## config.mk

```make
export PLATFORM = sky130hd
export DESIGN_NAME = hsc_csr
export DESIGN_NICKNAME = d
export VERILOG_FILES = /design/src/hsc_pkg.sv /design/src/hsc_mdio_shifter.sv /design/src/hsc_csr.sv
export SDC_FILE = /design/constraint.sdc
export NUM_CORES = 1
export LEC_CHECK = 0
export BUFFER_PORTS_ARGS = -buffer_cell sky130_fd_sc_hd__buf_4
export CORE_ASPECT_RATIO = 1.4
export CORE_UTILIZATION = 30
export DETAILED_ROUTE_END_ITERATION = 10
export SYNTH_ARGS = -nofsm -noshare
export SYNTH_HDL_FRONTEND = slang
export SYNTH_SLANG_ARGS = --single-unit
```

## constraint.sdc

```tcl
create_clock -name ref_clk_i -period 2.64 [get_ports ref_clk_i]
set_input_delay 0.528 -clock ref_clk_i [delete_from_list [all_inputs] [get_ports ref_clk_i]]
set_output_delay 0.528 -clock ref_clk_i [all_outputs]
set_load 0.01 [all_outputs]
```

## src/hsc_pkg.sv

```systemverilog
// Purpose: shared constants for the host control/status register front end
// Assumes: 20 MHz ref_clk_i, byte offsets on a 5-bit register port
// Notes:   event bits are sticky, cleared by writing ones
package hsc_pkg;
    // register byte offsets
    localparam logic [4:0]  OFS_STAT_CMD = 5'h00;
    localparam logic [4:0]  OFS_GEN_PTR  = 5'h04;
    localparam logic [4:0]  OFS_PORT     = 5'h08;
    localparam logic [4:0]  OFS_NVM      = 5'h0C;
    localparam logic [4:0]  OFS_MGMT     = 5'h10;
    // event vector holds status bits 15:8, index = bit - 8
    localparam int          EV_CX        = 7;
    localparam int          EV_FR        = 6;
    localparam int          EV_CNA       = 5;
    localparam int          EV_RNR       = 4;
    localparam int          EV_MDI       = 3;
    localparam int          EV_SWI       = 2;
    localparam int          EV_RSVD      = 1;
    localparam int          EV_FCP       = 0;
    localparam logic [7:0]  EV_RESET     = 8'h00;
    // command word positions
    localparam int          CM_SWI       = 25;
    localparam int          CM_GMASK     = 24;
    localparam int          CM_CUC_LO    = 20;
    localparam int          CM_RUC_LO    = 16;
    localparam logic [5:0]  CM_MASK_RST  = 6'h00;
    // management control positions
    localparam int          MG_IE        = 29;
    localparam int          MG_RDY       = 28;
    localparam int          MG_OP_LO     = 26;
    localparam int          MG_PHY_LO    = 21;
    localparam int          MG_REG_LO    = 16;
    localparam logic [1:0]  OP_WRITE     = 2'h1;
    localparam logic [1:0]  OP_READ      = 2'h2;
    // unit state codes
    localparam logic [1:0]  CU_IDLE      = 2'h0;
    localparam logic [1:0]  CU_SUSP      = 2'h1;
    localparam logic [1:0]  CU_ACTIVE    = 2'h2;
    localparam logic [3:0]  RU_READY     = 4'h4;
    // nonvolatile control bits
    localparam int          FL_WE        = 0;
    localparam int          EE_SK        = 16;
    localparam int          EE_CS        = 17;
    localparam int          EE_DI        = 18;
    localparam int          EE_DO        = 19;
    // management clock timing: least half period 200 ns
    localparam int          CLK_NS       = 50;
    localparam int          MDC_HALF_NS  = 200;
    localparam int          MDC_HALF_CYC = (MDC_HALF_NS + CLK_NS - 1) / CLK_NS;
    localparam logic [2:0]  DIV_LAST     = 3'(MDC_HALF_CYC - 1);
    // serial frame layout
    localparam logic [31:0] PREAMBLE     = 32'hFFFF_FFFF;
    localparam logic [1:0]  FR_START     = 2'h1;
    localparam logic [1:0]  TA_WRITE     = 2'h2;
    localparam logic [1:0]  TA_READ      = 2'h3;
    localparam logic [5:0]  BIT_TA       = 6'h2E;
    localparam logic [5:0]  BIT_DATA     = 6'h30;
    localparam logic [5:0]  BIT_LAST     = 6'h3F;
    typedef enum logic [1:0] {
        MS_IDLE  = 2'b01,
        MS_SHIFT = 2'b10
    } hsc_mstate_t;
endpackage

```

## src/hsc_mdio_shifter.sv

```systemverilog
// Purpose: serial management frame engine toward the PHY
// Assumes: start_i only while busy_o is low
// Notes:   one frame is 64 bits, 8 clocks per bit
module hsc_mdio_shifter
(
    input  wire logic        ref_clk_i,
    input  wire logic        sys_rst_i,
    input  wire logic        start_i,
    input  wire logic [1:0]  op_i,
    input  wire logic [4:0]  phy_addr_i,
    input  wire logic [4:0]  reg_addr_i,
    input  wire logic [15:0] wdata_i,
    output logic             busy_o,
    output logic             done_o,
    output logic [15:0]      rdata_o,
    output logic             mdc_o,
    input  wire logic        mdio_i,
    output logic             mdio_o,
    output logic             mdio_oe_o
);
    import hsc_pkg::*;

    hsc_mstate_t st_q, st_d;
    logic [63:0] frm_q, frm_d;
    logic [5:0]  cnt_q, cnt_d;
    logic [2:0]  div_q, div_d;
    logic [15:0] rdat_q, rdat_d;
    logic        mdc_q, mdc_d;
    logic        rd_q, rd_d;
    logic        done_q, done_d;
    logic [1:0]  sync_q;
    logic        tick;

    assign tick = (div_q == DIV_LAST);

    always_comb
    begin
        st_d   = st_q;
        frm_d  = frm_q;
        cnt_d  = cnt_q;
        div_d  = div_q;
        rdat_d = rdat_q;
        mdc_d  = mdc_q;
        rd_d   = rd_q;
        done_d = 1'b0;
        case (st_q)
            MS_IDLE:
            begin
                if (start_i)
                begin
                    rd_d  = (op_i == OP_READ);
                    // read frames leave the bus released from the turnaround on
                    frm_d = {PREAMBLE, FR_START, op_i, phy_addr_i, reg_addr_i,
                             rd_d ? TA_READ : TA_WRITE,
                             rd_d ? 16'hFFFF : wdata_i};
                    cnt_d = 6'h00;
                    div_d = 3'h0;
                    mdc_d = 1'b0;
                    st_d  = MS_SHIFT;
                end
            end
            MS_SHIFT:
            begin
                div_d = tick ? 3'h0 : div_q + 3'h1;
                if (tick)
                begin
                    mdc_d = ~mdc_q;
                    if (mdc_q)
                    begin
                        // sample before the falling edge: the PHY drove
                        // this bit after the previous falling edge
                        if (rd_q && cnt_q >= BIT_DATA)
                            rdat_d = {rdat_q[14:0], sync_q[1]};
                        frm_d = {frm_q[62:0], 1'b0};
                        cnt_d = cnt_q + 6'h01;
                        if (cnt_q == BIT_LAST)
                        begin
                            st_d   = MS_IDLE;
                            done_d = 1'b1;
                        end
                    end
                end
            end
            default:
                st_d = MS_IDLE;
        endcase
    end

    always_ff @(posedge ref_clk_i)
    begin
        if (sys_rst_i)
        begin
            st_q   <= MS_IDLE;
            frm_q  <= 64'h0;
            cnt_q  <= 6'h00;
            div_q  <= 3'h0;
            rdat_q <= 16'h0000;
            mdc_q  <= 1'b0;
            rd_q   <= 1'b0;
            done_q <= 1'b0;
            sync_q <= 2'h0;
        end
        else
        begin
            st_q   <= st_d;
            frm_q  <= frm_d;
            cnt_q  <= cnt_d;
            div_q  <= div_d;
            rdat_q <= rdat_d;
            mdc_q  <= mdc_d;
            rd_q   <= rd_d;
            done_q <= done_d;
            sync_q <= {sync_q[0], mdio_i};
        end
    end

    assign busy_o    = (st_q != MS_IDLE);
    assign done_o    = done_q;
    assign rdata_o   = rdat_q;
    assign mdc_o     = mdc_q;
    assign mdio_o    = frm_q[63];
    assign mdio_oe_o = (st_q == MS_SHIFT) && !(rd_q && cnt_q >= BIT_TA);
endmodule

```

## src/hsc_csr.sv

```systemverilog
// Purpose: host control/status registers, interrupt line, PHY management
// Assumes: unit inputs share ref_clk_i; eep_do_i and mdio_i are pins
// Notes:   reads answer one cycle after csr_rd_i
module hsc_csr
(
    input  wire logic        ref_clk_i,
    input  wire logic        sys_rst_i,
    input  wire logic [4:0]  csr_addr_i,
    input  wire logic        csr_wr_i,
    input  wire logic        csr_rd_i,
    input  wire logic [3:0]  csr_be_i,
    input  wire logic [31:0] csr_wdata_i,
    output logic [31:0]      csr_rdata_o,
    input  wire logic        cu_cmd_done_i,
    input  wire logic        rx_frame_done_i,
    input  wire logic        flow_pause_i,
    input  wire logic [1:0]  cu_state_i,
    input  wire logic [3:0]  ru_state_i,
    output logic [3:0]       cu_cmd_o,
    output logic             cu_cmd_stb_o,
    output logic [3:0]       ru_cmd_o,
    output logic             ru_cmd_stb_o,
    output logic [31:0]      gen_ptr_o,
    output logic [3:0]       port_func_o,
    output logic [27:0]      port_arg_o,
    output logic             port_stb_o,
    output logic             flash_wr_en_o,
    output logic             eep_sk_o,
    output logic             eep_cs_o,
    output logic             eep_di_o,
    input  wire logic        eep_do_i,
    output logic             mdc_o,
    input  wire logic        mdio_i,
    output logic             mdio_o,
    output logic             mdio_oe_o,
    output logic             inta_n_o
);
    import hsc_pkg::*;

    logic [7:0]  ev_q, ev_d, ev_set, ev_clr;
    logic [5:0]  mask_q, mask_d;
    logic        gmask_q, gmask_d;
    logic [3:0]  cuc_q, cuc_d, ruc_q, ruc_d;
    logic        cstb_q, cstb_d, rstb_q, rstb_d;
    logic [31:0] gptr_q, gptr_d, port_q, port_d;
    logic        pstb_q, pstb_d;
    logic        fl_we_q, fl_we_d;
    logic [2:0]  ee_q, ee_d;
    logic        mg_ie_q, mg_ie_d, mg_rdy_q, mg_rdy_d;
    logic [1:0]  mg_op_q, mg_op_d;
    logic [4:0]  mg_phy_q, mg_phy_d, mg_reg_q, mg_reg_d;
    logic [15:0] mg_dat_q, mg_dat_d;
    logic        mg_go_q, mg_go_d;
    logic [1:0]  cu_prev_q;
    logic [3:0]  ru_prev_q;
    logic [31:0] rdata_q, rdata_d;
    logic        inta_n_q, inta_n_d;
    logic [1:0]  eep_sync_q;
    logic [15:0] status_w;
    logic        wr_sc, wr_gp, wr_pt, wr_nv, wr_mg;
    logic        mg_busy, mg_done;
    logic [15:0] mg_rdata;
    logic        pend;

    function automatic logic [31:0] merge(input logic [31:0] old,
                                          input logic [31:0] nw,
                                          input logic [3:0]  be);
        logic [31:0] r;
        r = old;
        for (int i = 0; i < 4; i++)
            if (be[i])
                r[i*8 +: 8] = nw[i*8 +: 8];
        return r;
    endfunction

    assign wr_sc = csr_wr_i && (csr_addr_i == OFS_STAT_CMD);
    assign wr_gp = csr_wr_i && (csr_addr_i == OFS_GEN_PTR);
    assign wr_pt = csr_wr_i && (csr_addr_i == OFS_PORT);
    assign wr_nv = csr_wr_i && (csr_addr_i == OFS_NVM);
    assign wr_mg = csr_wr_i && (csr_addr_i == OFS_MGMT);

    // reserved status positions are forced to zero here, so a stray
    // write of ones there cannot make them read back set
    assign status_w = {ev_q[7:2], 1'b0, ev_q[EV_FCP],
                       cu_state_i, ru_state_i, 2'b00};

    always_comb
    begin
        ev_set          = 8'h00;
        ev_set[EV_CX]   = cu_cmd_done_i;
        ev_set[EV_FR]   = rx_frame_done_i;
        ev_set[EV_CNA]  = (cu_prev_q == CU_ACTIVE) &&
                          (cu_state_i == CU_IDLE ||
                           cu_state_i == CU_SUSP);
        ev_set[EV_RNR]  = (ru_prev_q == RU_READY) &&
                          (ru_state_i != RU_READY);
        ev_set[EV_MDI]  = mg_done;
        ev_set[EV_SWI]  = wr_sc && csr_be_i[3] &&
                          csr_wdata_i[CM_SWI];
        ev_set[EV_FCP]  = flow_pause_i;
        ev_clr          = (wr_sc && csr_be_i[1]) ? csr_wdata_i[15:8] : 8'h00;
        // a new event beats an acknowledge landing in the same cycle
        ev_d            = (ev_q & ~ev_clr) | ev_set;
        ev_d[EV_RSVD]   = 1'b0;

        mask_d  = mask_q;
        gmask_d = gmask_q;
        cuc_d   = cuc_q;
        ruc_d   = ruc_q;
        cstb_d  = 1'b0;
        rstb_d  = 1'b0;
        if (wr_sc && csr_be_i[3])
        begin
            mask_d  = csr_wdata_i[31:26];
            gmask_d = csr_wdata_i[CM_GMASK];
        end
        if (wr_sc && csr_be_i[2])
        begin
            cuc_d  = csr_wdata_i[CM_CUC_LO +: 4];
            ruc_d  = csr_wdata_i[CM_RUC_LO +: 4];
            cstb_d = (cuc_d != 4'h0);
            rstb_d = (ruc_d != 4'h0);
        end

        gptr_d  = wr_gp ? merge(gptr_q, csr_wdata_i, csr_be_i)
                        : gptr_q;
        port_d  = wr_pt ? merge(port_q, csr_wdata_i, csr_be_i) : port_q;
        // the function runs only when the selector byte is written
        pstb_d  = wr_pt && csr_be_i[0];
        fl_we_d = (wr_nv && csr_be_i[0]) ? csr_wdata_i[FL_WE]
                                         : fl_we_q;
        ee_d    = (wr_nv && csr_be_i[2]) ? csr_wdata_i[EE_DI:EE_SK]
                                         : ee_q;

        mg_ie_d  = mg_ie_q;
        mg_rdy_d = mg_rdy_q;
        mg_op_d  = mg_op_q;
        mg_phy_d = mg_phy_q;
        mg_reg_d = mg_reg_q;
        mg_dat_d = mg_dat_q;
        mg_go_d  = 1'b0;
        // writes until the done pulse has passed are dropped whole, so the
        // frame in flight can never see its fields change
        if (wr_mg && !mg_busy && !mg_go_q && !mg_done && csr_be_i == 4'hF)
        begin
            mg_ie_d = csr_wdata_i[MG_IE];
            if (csr_wdata_i[MG_OP_LO +: 2] == OP_WRITE ||
                csr_wdata_i[MG_OP_LO +: 2] == OP_READ)
            begin
                mg_rdy_d = csr_wdata_i[MG_RDY];
                mg_op_d  = csr_wdata_i[MG_OP_LO +: 2];
                mg_phy_d = csr_wdata_i[MG_PHY_LO +: 5];
                mg_reg_d = csr_wdata_i[MG_REG_LO +: 5];
                mg_dat_d = csr_wdata_i[15:0];
                mg_go_d  = 1'b1;
            end
        end
        if (mg_done)
        begin
            mg_rdy_d = 1'b1;
            if (mg_op_q == OP_READ)
                mg_dat_d = mg_rdata;
        end

        pend = (ev_q[EV_CX]  && !mask_q[5]) ||
               (ev_q[EV_FR]  && !mask_q[4]) ||
               (ev_q[EV_CNA] && !mask_q[3]) ||
               (ev_q[EV_RNR] && !mask_q[2]) ||
               (ev_q[EV_MDI] && mg_ie_q && !mask_q[1]) ||
               (ev_q[EV_FCP] && !mask_q[0]) ||
               ev_q[EV_SWI];
        inta_n_d = !(pend && !gmask_q);

        rdata_d = rdata_q;
        if (csr_rd_i)
        begin
            case (csr_addr_i)
                OFS_STAT_CMD: rdata_d = {mask_q, 1'b0, gmask_q, 8'h00,
                                         status_w};
                OFS_GEN_PTR:  rdata_d = gptr_q;
                OFS_PORT:     rdata_d = port_q;
                OFS_NVM:      rdata_d = {12'h000, eep_sync_q[1], ee_q,
                                         15'h0000, fl_we_q};
                OFS_MGMT:     rdata_d = {2'b00, mg_ie_q, mg_rdy_q, mg_op_q,
                                         mg_phy_q, mg_reg_q, mg_dat_q};
                default:      rdata_d = 32'h0000_0000;
            endcase
        end
    end

    always_ff @(posedge ref_clk_i)
    begin
        if (sys_rst_i)
        begin
            ev_q       <= EV_RESET;
            mask_q     <= CM_MASK_RST;
            gmask_q    <= 1'b0;
            cuc_q      <= 4'h0;
            ruc_q      <= 4'h0;
            cstb_q     <= 1'b0;
            rstb_q     <= 1'b0;
            gptr_q     <= 32'h0000_0000;
            port_q     <= 32'h0000_0000;
            pstb_q     <= 1'b0;
            fl_we_q    <= 1'b0;
            ee_q       <= 3'h0;
            mg_ie_q    <= 1'b0;
            mg_rdy_q   <= 1'b0;
            mg_op_q    <= 2'h0;
            mg_phy_q   <= 5'h00;
            mg_reg_q   <= 5'h00;
            mg_dat_q   <= 16'h0000;
            mg_go_q    <= 1'b0;
            cu_prev_q  <= CU_IDLE;
            ru_prev_q  <= 4'h0;
            rdata_q    <= 32'h0000_0000;
            inta_n_q   <= 1'b1;
            eep_sync_q <= 2'h0;
        end
        else
        begin
            ev_q       <= ev_d;
            mask_q     <= mask_d;
            gmask_q    <= gmask_d;
            cuc_q      <= cuc_d;
            ruc_q      <= ruc_d;
            cstb_q     <= cstb_d;
            rstb_q     <= rstb_d;
            gptr_q     <= gptr_d;
            port_q     <= port_d;
            pstb_q     <= pstb_d;
            fl_we_q    <= fl_we_d;
            ee_q       <= ee_d;
            mg_ie_q    <= mg_ie_d;
            mg_rdy_q   <= mg_rdy_d;
            mg_op_q    <= mg_op_d;
            mg_phy_q   <= mg_phy_d;
            mg_reg_q   <= mg_reg_d;
            mg_dat_q   <= mg_dat_d;
            mg_go_q    <= mg_go_d;
            cu_prev_q  <= cu_state_i;
            ru_prev_q  <= ru_state_i;
            rdata_q    <= rdata_d;
            inta_n_q   <= inta_n_d;
            eep_sync_q <= {eep_sync_q[0], eep_do_i};
        end
    end

    hsc_mdio_shifter u_mdio
    (
        .ref_clk_i  (ref_clk_i),
        .sys_rst_i  (sys_rst_i),
        .start_i    (mg_go_q),
        .op_i       (mg_op_q),
        .phy_addr_i (mg_phy_q),
        .reg_addr_i (mg_reg_q),
        .wdata_i    (mg_dat_q),
        .busy_o     (mg_busy),
        .done_o     (mg_done),
        .rdata_o    (mg_rdata),
        .mdc_o      (mdc_o),
        .mdio_i     (mdio_i),
        .mdio_o     (mdio_o),
        .mdio_oe_o  (mdio_oe_o)
    );

    assign csr_rdata_o   = rdata_q;
    assign cu_cmd_o      = cuc_q;
    assign cu_cmd_stb_o  = cstb_q;
    assign ru_cmd_o      = ruc_q;
    assign ru_cmd_stb_o  = rstb_q;
    assign gen_ptr_o     = gptr_q;
    assign port_func_o   = port_q[3:0];
    assign port_arg_o    = port_q[31:4];
    assign port_stb_o    = pstb_q;
    assign flash_wr_en_o = fl_we_q;
    assign eep_sk_o      = ee_q[0];
    assign eep_cs_o      = ee_q[1];
    assign eep_di_o      = ee_q[2];
    assign inta_n_o      = inta_n_q;
endmodule

```

Yosys cells after proc, flatten, opt, wreduce, memory -nomap -nowiden --
Cells that the tools add are included.
Word-level totals: register bits 262, logic and storage cells 180
Operators by class: add/subtract/negate cells 2, magnitude comparators 2, equality and inequality tests 21, mux-type cells 32, bitwise operators 8, reduce and logical (&&, ||, !) cells 75
Operators by type and width (number):
- 2-to-1 mux 64 bit | 3
- one-hot mux 32 bit (5 select lines) | 1
- one-hot mux 64 bit (2 select lines) | 1
- 2-to-1 mux 16 bit | 5
- logical AND 1 bit | 29
- AND reduction 2 bit | 12
- 2-to-1 mux 6 bit | 3
- greater-or-equal comparator 6 bit (second input constant) | 2
- logical NOT 1 bit | 12
- one-hot mux 6 bit (2 select lines) | 1
- AND reduction 4 bit | 3
- equality test 5 x 4 -> 1 bit (second input constant) | 2
- AND 8 bit | 1
- equality test 2 bit (second input constant) | 4
- logical OR 1 bit | 8
- 2-to-1 mux 1 bit | 8
- 2-to-1 mux 2 bit | 4
- 2-to-1 mux 8 bit | 1
- != test 2 x 1 -> 1 bit (second input constant) | 4
- inverter 8 bit | 1
- OR 8 bit | 1
- nonzero test 4 bit | 2
- adder 6 x 1 -> 6 bit (second input constant) | 1
- equality test 2 x 1 -> 1 bit (second input constant) | 3
- 20 further kinds | 28

Logic depth before layout (Yosys ltp) --
depth after elaboration 10, gate-level depth with buffers 7, depth with buffers taken out 5

By module --
From an unflattened synthesis, not the netlist that was laid out.
Unflattened totals: cell total of the unflattened synthesis 1157, area total of the unflattened synthesis 10721.5 um2
By module, submodules not included:
- hsc_csr | times used 1, cells each 741, area an instance 7011.7 um2
- hsc_mdio_shifter | times used 1, cells each 416, area an instance 3709.8 um2

Worst setup path after synthesis --
Ideal clock, no wire load.
path type input to register, start point input port csr_addr_i[2], end point register mg_dat_q[7], setup time 0.134 ns, data arrival time 1.959 ns, data required time 2.506 ns, path slack 0.547 ns, cell stages on the path 6, buffers on the path 2, path through or3_1 > buf_6 > or4_4 > buf_6 > o21ai_1 > a211oi_1
On the way: word-level cells in the longest chain between the ends 9
Ends and longest elaborated chain:
- start: declaration | line hsc_csr.sv:8 | input wire logic [4:0] csr_addr_i,
- equality test 5 bit (*) | line hsc_csr.sv:80 | assign wr_mg = csr_wr_i && (csr_addr_i == OFS_MGMT);
- logical AND 1 bit (*) | line hsc_csr.sv:80
- logical AND 1 bit (*) (4 in series) | line hsc_csr.sv:144 | if (wr_mg && !mg_busy && !mg_go_q && !mg_done && csr_be_i == 4'hF)
- 2-to-1 mux 16 bit (*) | line hsc_csr.sv:144
- 2-to-1 mux 16 bit | line hsc_csr.sv:161 | if (mg_op_q == OP_READ)
- 2-to-1 mux 16 bit (*) | line hsc_csr.sv:158 | if (mg_done)
- end signal: assignment | line hsc_csr.sv:239 | mg_dat_q <= mg_dat_d;
- end: declaration | line hsc_csr.sv:52 | logic [15:0] mg_dat_q, mg_dat_d;
Mark *: on every way between the ends. The rest lies on a longest branch, timed or not. A chain may end at the register's enable or synchronous reset.

Worst setup path after layout --
start point register u_mdio.st_q[0], end point output port mdio_oe_o
On the way: word-level cells in the longest chain between the ends 2
Ends and longest elaborated chain:
- start: declaration | line hsc_mdio_shifter.sv:23 | hsc_mstate_t st_q, st_d;
- start signal: assignment | line hsc_mdio_shifter.sv:105 | st_q <= st_d;
- equality test 2 bit | line hsc_mdio_shifter.sv:122 | assign mdio_oe_o = (st_q == MS_SHIFT) && !(rd_q && cnt_q >= BIT_TA);
- logical AND 1 bit | line hsc_mdio_shifter.sv:122
- end: declaration | line hsc_csr.sv:35 | output logic mdio_oe_o,
Every way passes these cells.

==> impl_metrics.toml <==
[synth]
syn_nets = 1194
synth_top_flop_cell = "dfxtp_1"
synthDistinctLibCells = 57
synth_area_leader_cell = "dfxtp_1"
yosys-top-cells-area = "dfxtp_1, mux2i_1, nand3_1, nor2_1, o221a_2"
synth-edff-count = 0
ys_ff_latch = 261
async_reset_ff_frac = 0
ys_seq_area_frac = 0.498
yosysTopAreaCellShare = 0.498
synth_area_per_cell_um2 = 9.24
netlist_area_mm2 = 0.0105
syn_inst = 1136
ys_warn_count = 0

[timing]
drv_slew = 0
hold_viol_final = 0
setup_tns_ns = 0
worstMarginPinSlew_ns = 0.703
slew_headroom = 0.531
clock-skew-final_ns = 0.0148
min_period_ns = 2.10
fmax_mhz = 477
rsz0062_at_grt = "false"
fin_crit_sh = 0.795
setup-violations-final = 0

[detailed_routing]
ant_nets = 0
drc_errors = 0
firstDrtPassIters = 8
vias = 9379
wl_per_cell_um = 19.2
drtIter0Drc = 719
wl_um = 33700
via_per_inst = 5.36

[global_routing]
grt_start_max_net_pins = 67
grt_pass1_wl_um = 52000
grt_use_total = 0.182
grt_pass1_vias = 8874
grt.overflow.total = 0
antenna_found_initial = 1

[min_path]
whs_path_depth = 2
hold_path_class = "in -> reg"

[die]
rows = 80
core_mm2 = 0.0342
die_width_um = 160
pin_count = 171
dieArea_mm2 = 0.0358
die_h_um = 223
start_util = 0.307

[layout]
fillCellCount = 3495
areaGrowthSynthToFinish_pct = 26.7
fin_nets = 1336
layout-drive-gt1-share = 0.242

[worst_setup_path]
reg2reg_depth = 6
start_kind = "register"
worstPathRequired_ns = 2.11
crit_type = "reg -> out"
cp_max_fo = 6
crit_arrival_ns = 1.57
cp-end-kind = "output pin"

[placed_design]
globalplace.congestion = 0.838
dp_hpwl_um = 23400
io_buffers = 170

[clock_network]
clockBufferDepth = 3
cts_root_buffer = "clkbuf_16"
clk_pin_slew_ns = 0.06
postCtsResizedCells = 0
post_cts_buffers = 0
cts_buffers = 26
ctsHoldBuffers = 0
htree_levels = 1
cts_tree = "built"
clock_sinks = 261
clkLatencyLatePin_ns = 0.54

[power]
cellLeakagePower_nw = 5.29
netSwitchingPower_mw = 1.90
pwr-share-clk = 0.477
power.total_mw = 8.39
seqPwrFrac = 0.473
powerDensity_mw_per_mm2 = 630
p_int_mw = 6.49
ir_drop_mv = 0.447
p_sw_frac = 0.227
combinationalPowerShare = 0.049

[flow_run]
cap_violations = 0

[status]
status = "complete, no violations"
[logic make-up (layout without fill, tap and decap cells)]
group	count (synthesis)	in the layout	share of synthesized area
muxes	96	96	0.0915
xor gates and xnor gates	2	2	0.00238
DFF	261	261	0.498
and+or+nand+nor	426	426	0.197
adders and majority gates	2	2	0.00238
AOI/OAI and AO/OA	238	238	0.165
buffers and inverters	111	272	0.0441
other	0	1	0
[power by group through the flow]
stage	combinational (mW)	sequential (mW)	clock, mW
CTS	0.409	3.97	4.07
detailed placement	0.407	4.06	0
global placement	0.404	4.06	0
floorplan	0.183	4.06	0
finish	0.415	3.97	4.00
global route	0.436	3.97	4.23
[per-layer routing]
metal  vias up  share of wire  track usage
met4         0          0.027       0.0688
met2       291           0.49        0.303
met3        49          0.054       0.0251
met5         -              0            0
met1      4599           0.43        0.237
li1       4440              -            -
[flip-flops by register name, indices dropped and copies added, names as in the netlist, 4 cells and up]
name,flops
mg_phy_q,5
u_mdio.frm_q,64
port_q,32
csr_rdata_o,32
mask_q,6
ru_cmd_o,4
ru_prev_q,4
mg_reg_q,5
u_mdio.cnt_q,6
u_mdio.rdata_o,16
gen_ptr_o,32
cu_cmd_o,4
mg_dat_q,16
ev_q,7
[metrics by stage]
step                worst slack [ns]  cell area [um^2]   util  cells  hold WS (ns)
floorplan                      0.547             10500      -   1136         0.414
finish                         0.542             13300  0.389   1749         0.205
global route                   0.466             13300  0.389   1749         0.196
CTS                            0.530             13300  0.389   1748         0.185
global placement               0.322             12400  0.362   1701         0.423
detailed placement             0.330             12400  0.362   1701         0.424
[final cells by class]
cell class                 count  area, um^2  share of cell area
timing repair buffer         213        1680               0.126
clock inverter                13         174              0.0131
antenna                        1        2.50            0.000188
sequential                   261        5230               0.393
tap                          451         564              0.0424
inverter                      12        45.0             0.00339
clock buffer                  34         752              0.0565
multi-input combinational    764        4860               0.366
[critical path, stage by stage (launching register included)]
cell,delay [ns]
dfxtp_1,0.35
nand2b_1,0.29
a31oi_1,0.24
buf_4,0.16
[Yosys cell counts (2+ instances only)]
cell type  instances
o221a_2           34
o221ai_1          15
a211oi_1          17
nand2_1           69
nor3_4             3
mux2i_1           96
and3_1            10
ha_1               2
clkbuf_1          79
nand3b_1           3
nand2b_1           2
a21oi_1           47
a31oi_1           22
nor3_1             7
or2_2              2
nand4_1           38
buf_6              4
nor3_2             2
inv_1             11
and2_1             2
a221oi_1           9
a22o_1            23
a22oi_1            2
buf_1              5
dfxtp_1          261
or3_1              4
nor2b_1           14
buf_2             10
o21ai_0           21
o31ai_1            2
nor4_1             3
nor2_1           144
o22ai_1            2
nand3_1          112
o21ai_1           25
a311oi_1          13
[final timing paths]
kind / start / to / slack [ns]
max: u_mdio.st_q[0] / mdio_oe_o / 0.54
min: eep_do_i / eep_sync_q[0] / 0.21
max reg2reg: u_mdio.div_q[0] / u_mdio.frm_q[16] / 0.65
min reg2reg: eep_sync_q[0] / eep_sync_q[1] / 0.44
[cell usage in the layout, fill, tap and decap left out, types with 12 or more instances in the layout]
master | Yosys | final
o221a_2 | 34 | 34
a31oi_1 | 22 | 21
a22o_1 | 23 | 23
nand2_1 | 69 | 69
a311oi_1 | 13 | 13
nand3_1 | 112 | 112
o221ai_1 | 15 | 15
a211oi_1 | 17 | 17
mux2i_1 | 96 | 96
buf_4 | 1 | 206
nand4_1 | 38 | 38
a21oi_1 | 47 | 47
o21ai_0 | 21 | 20
nor2b_1 | 14 | 12
nor2_1 | 144 | 142
o21ai_1 | 25 | 25
clkbuf_16 | 0 | 27
dfxtp_1 | 261 | 261
Note: power is estimated with default switching activity, not from simulation.
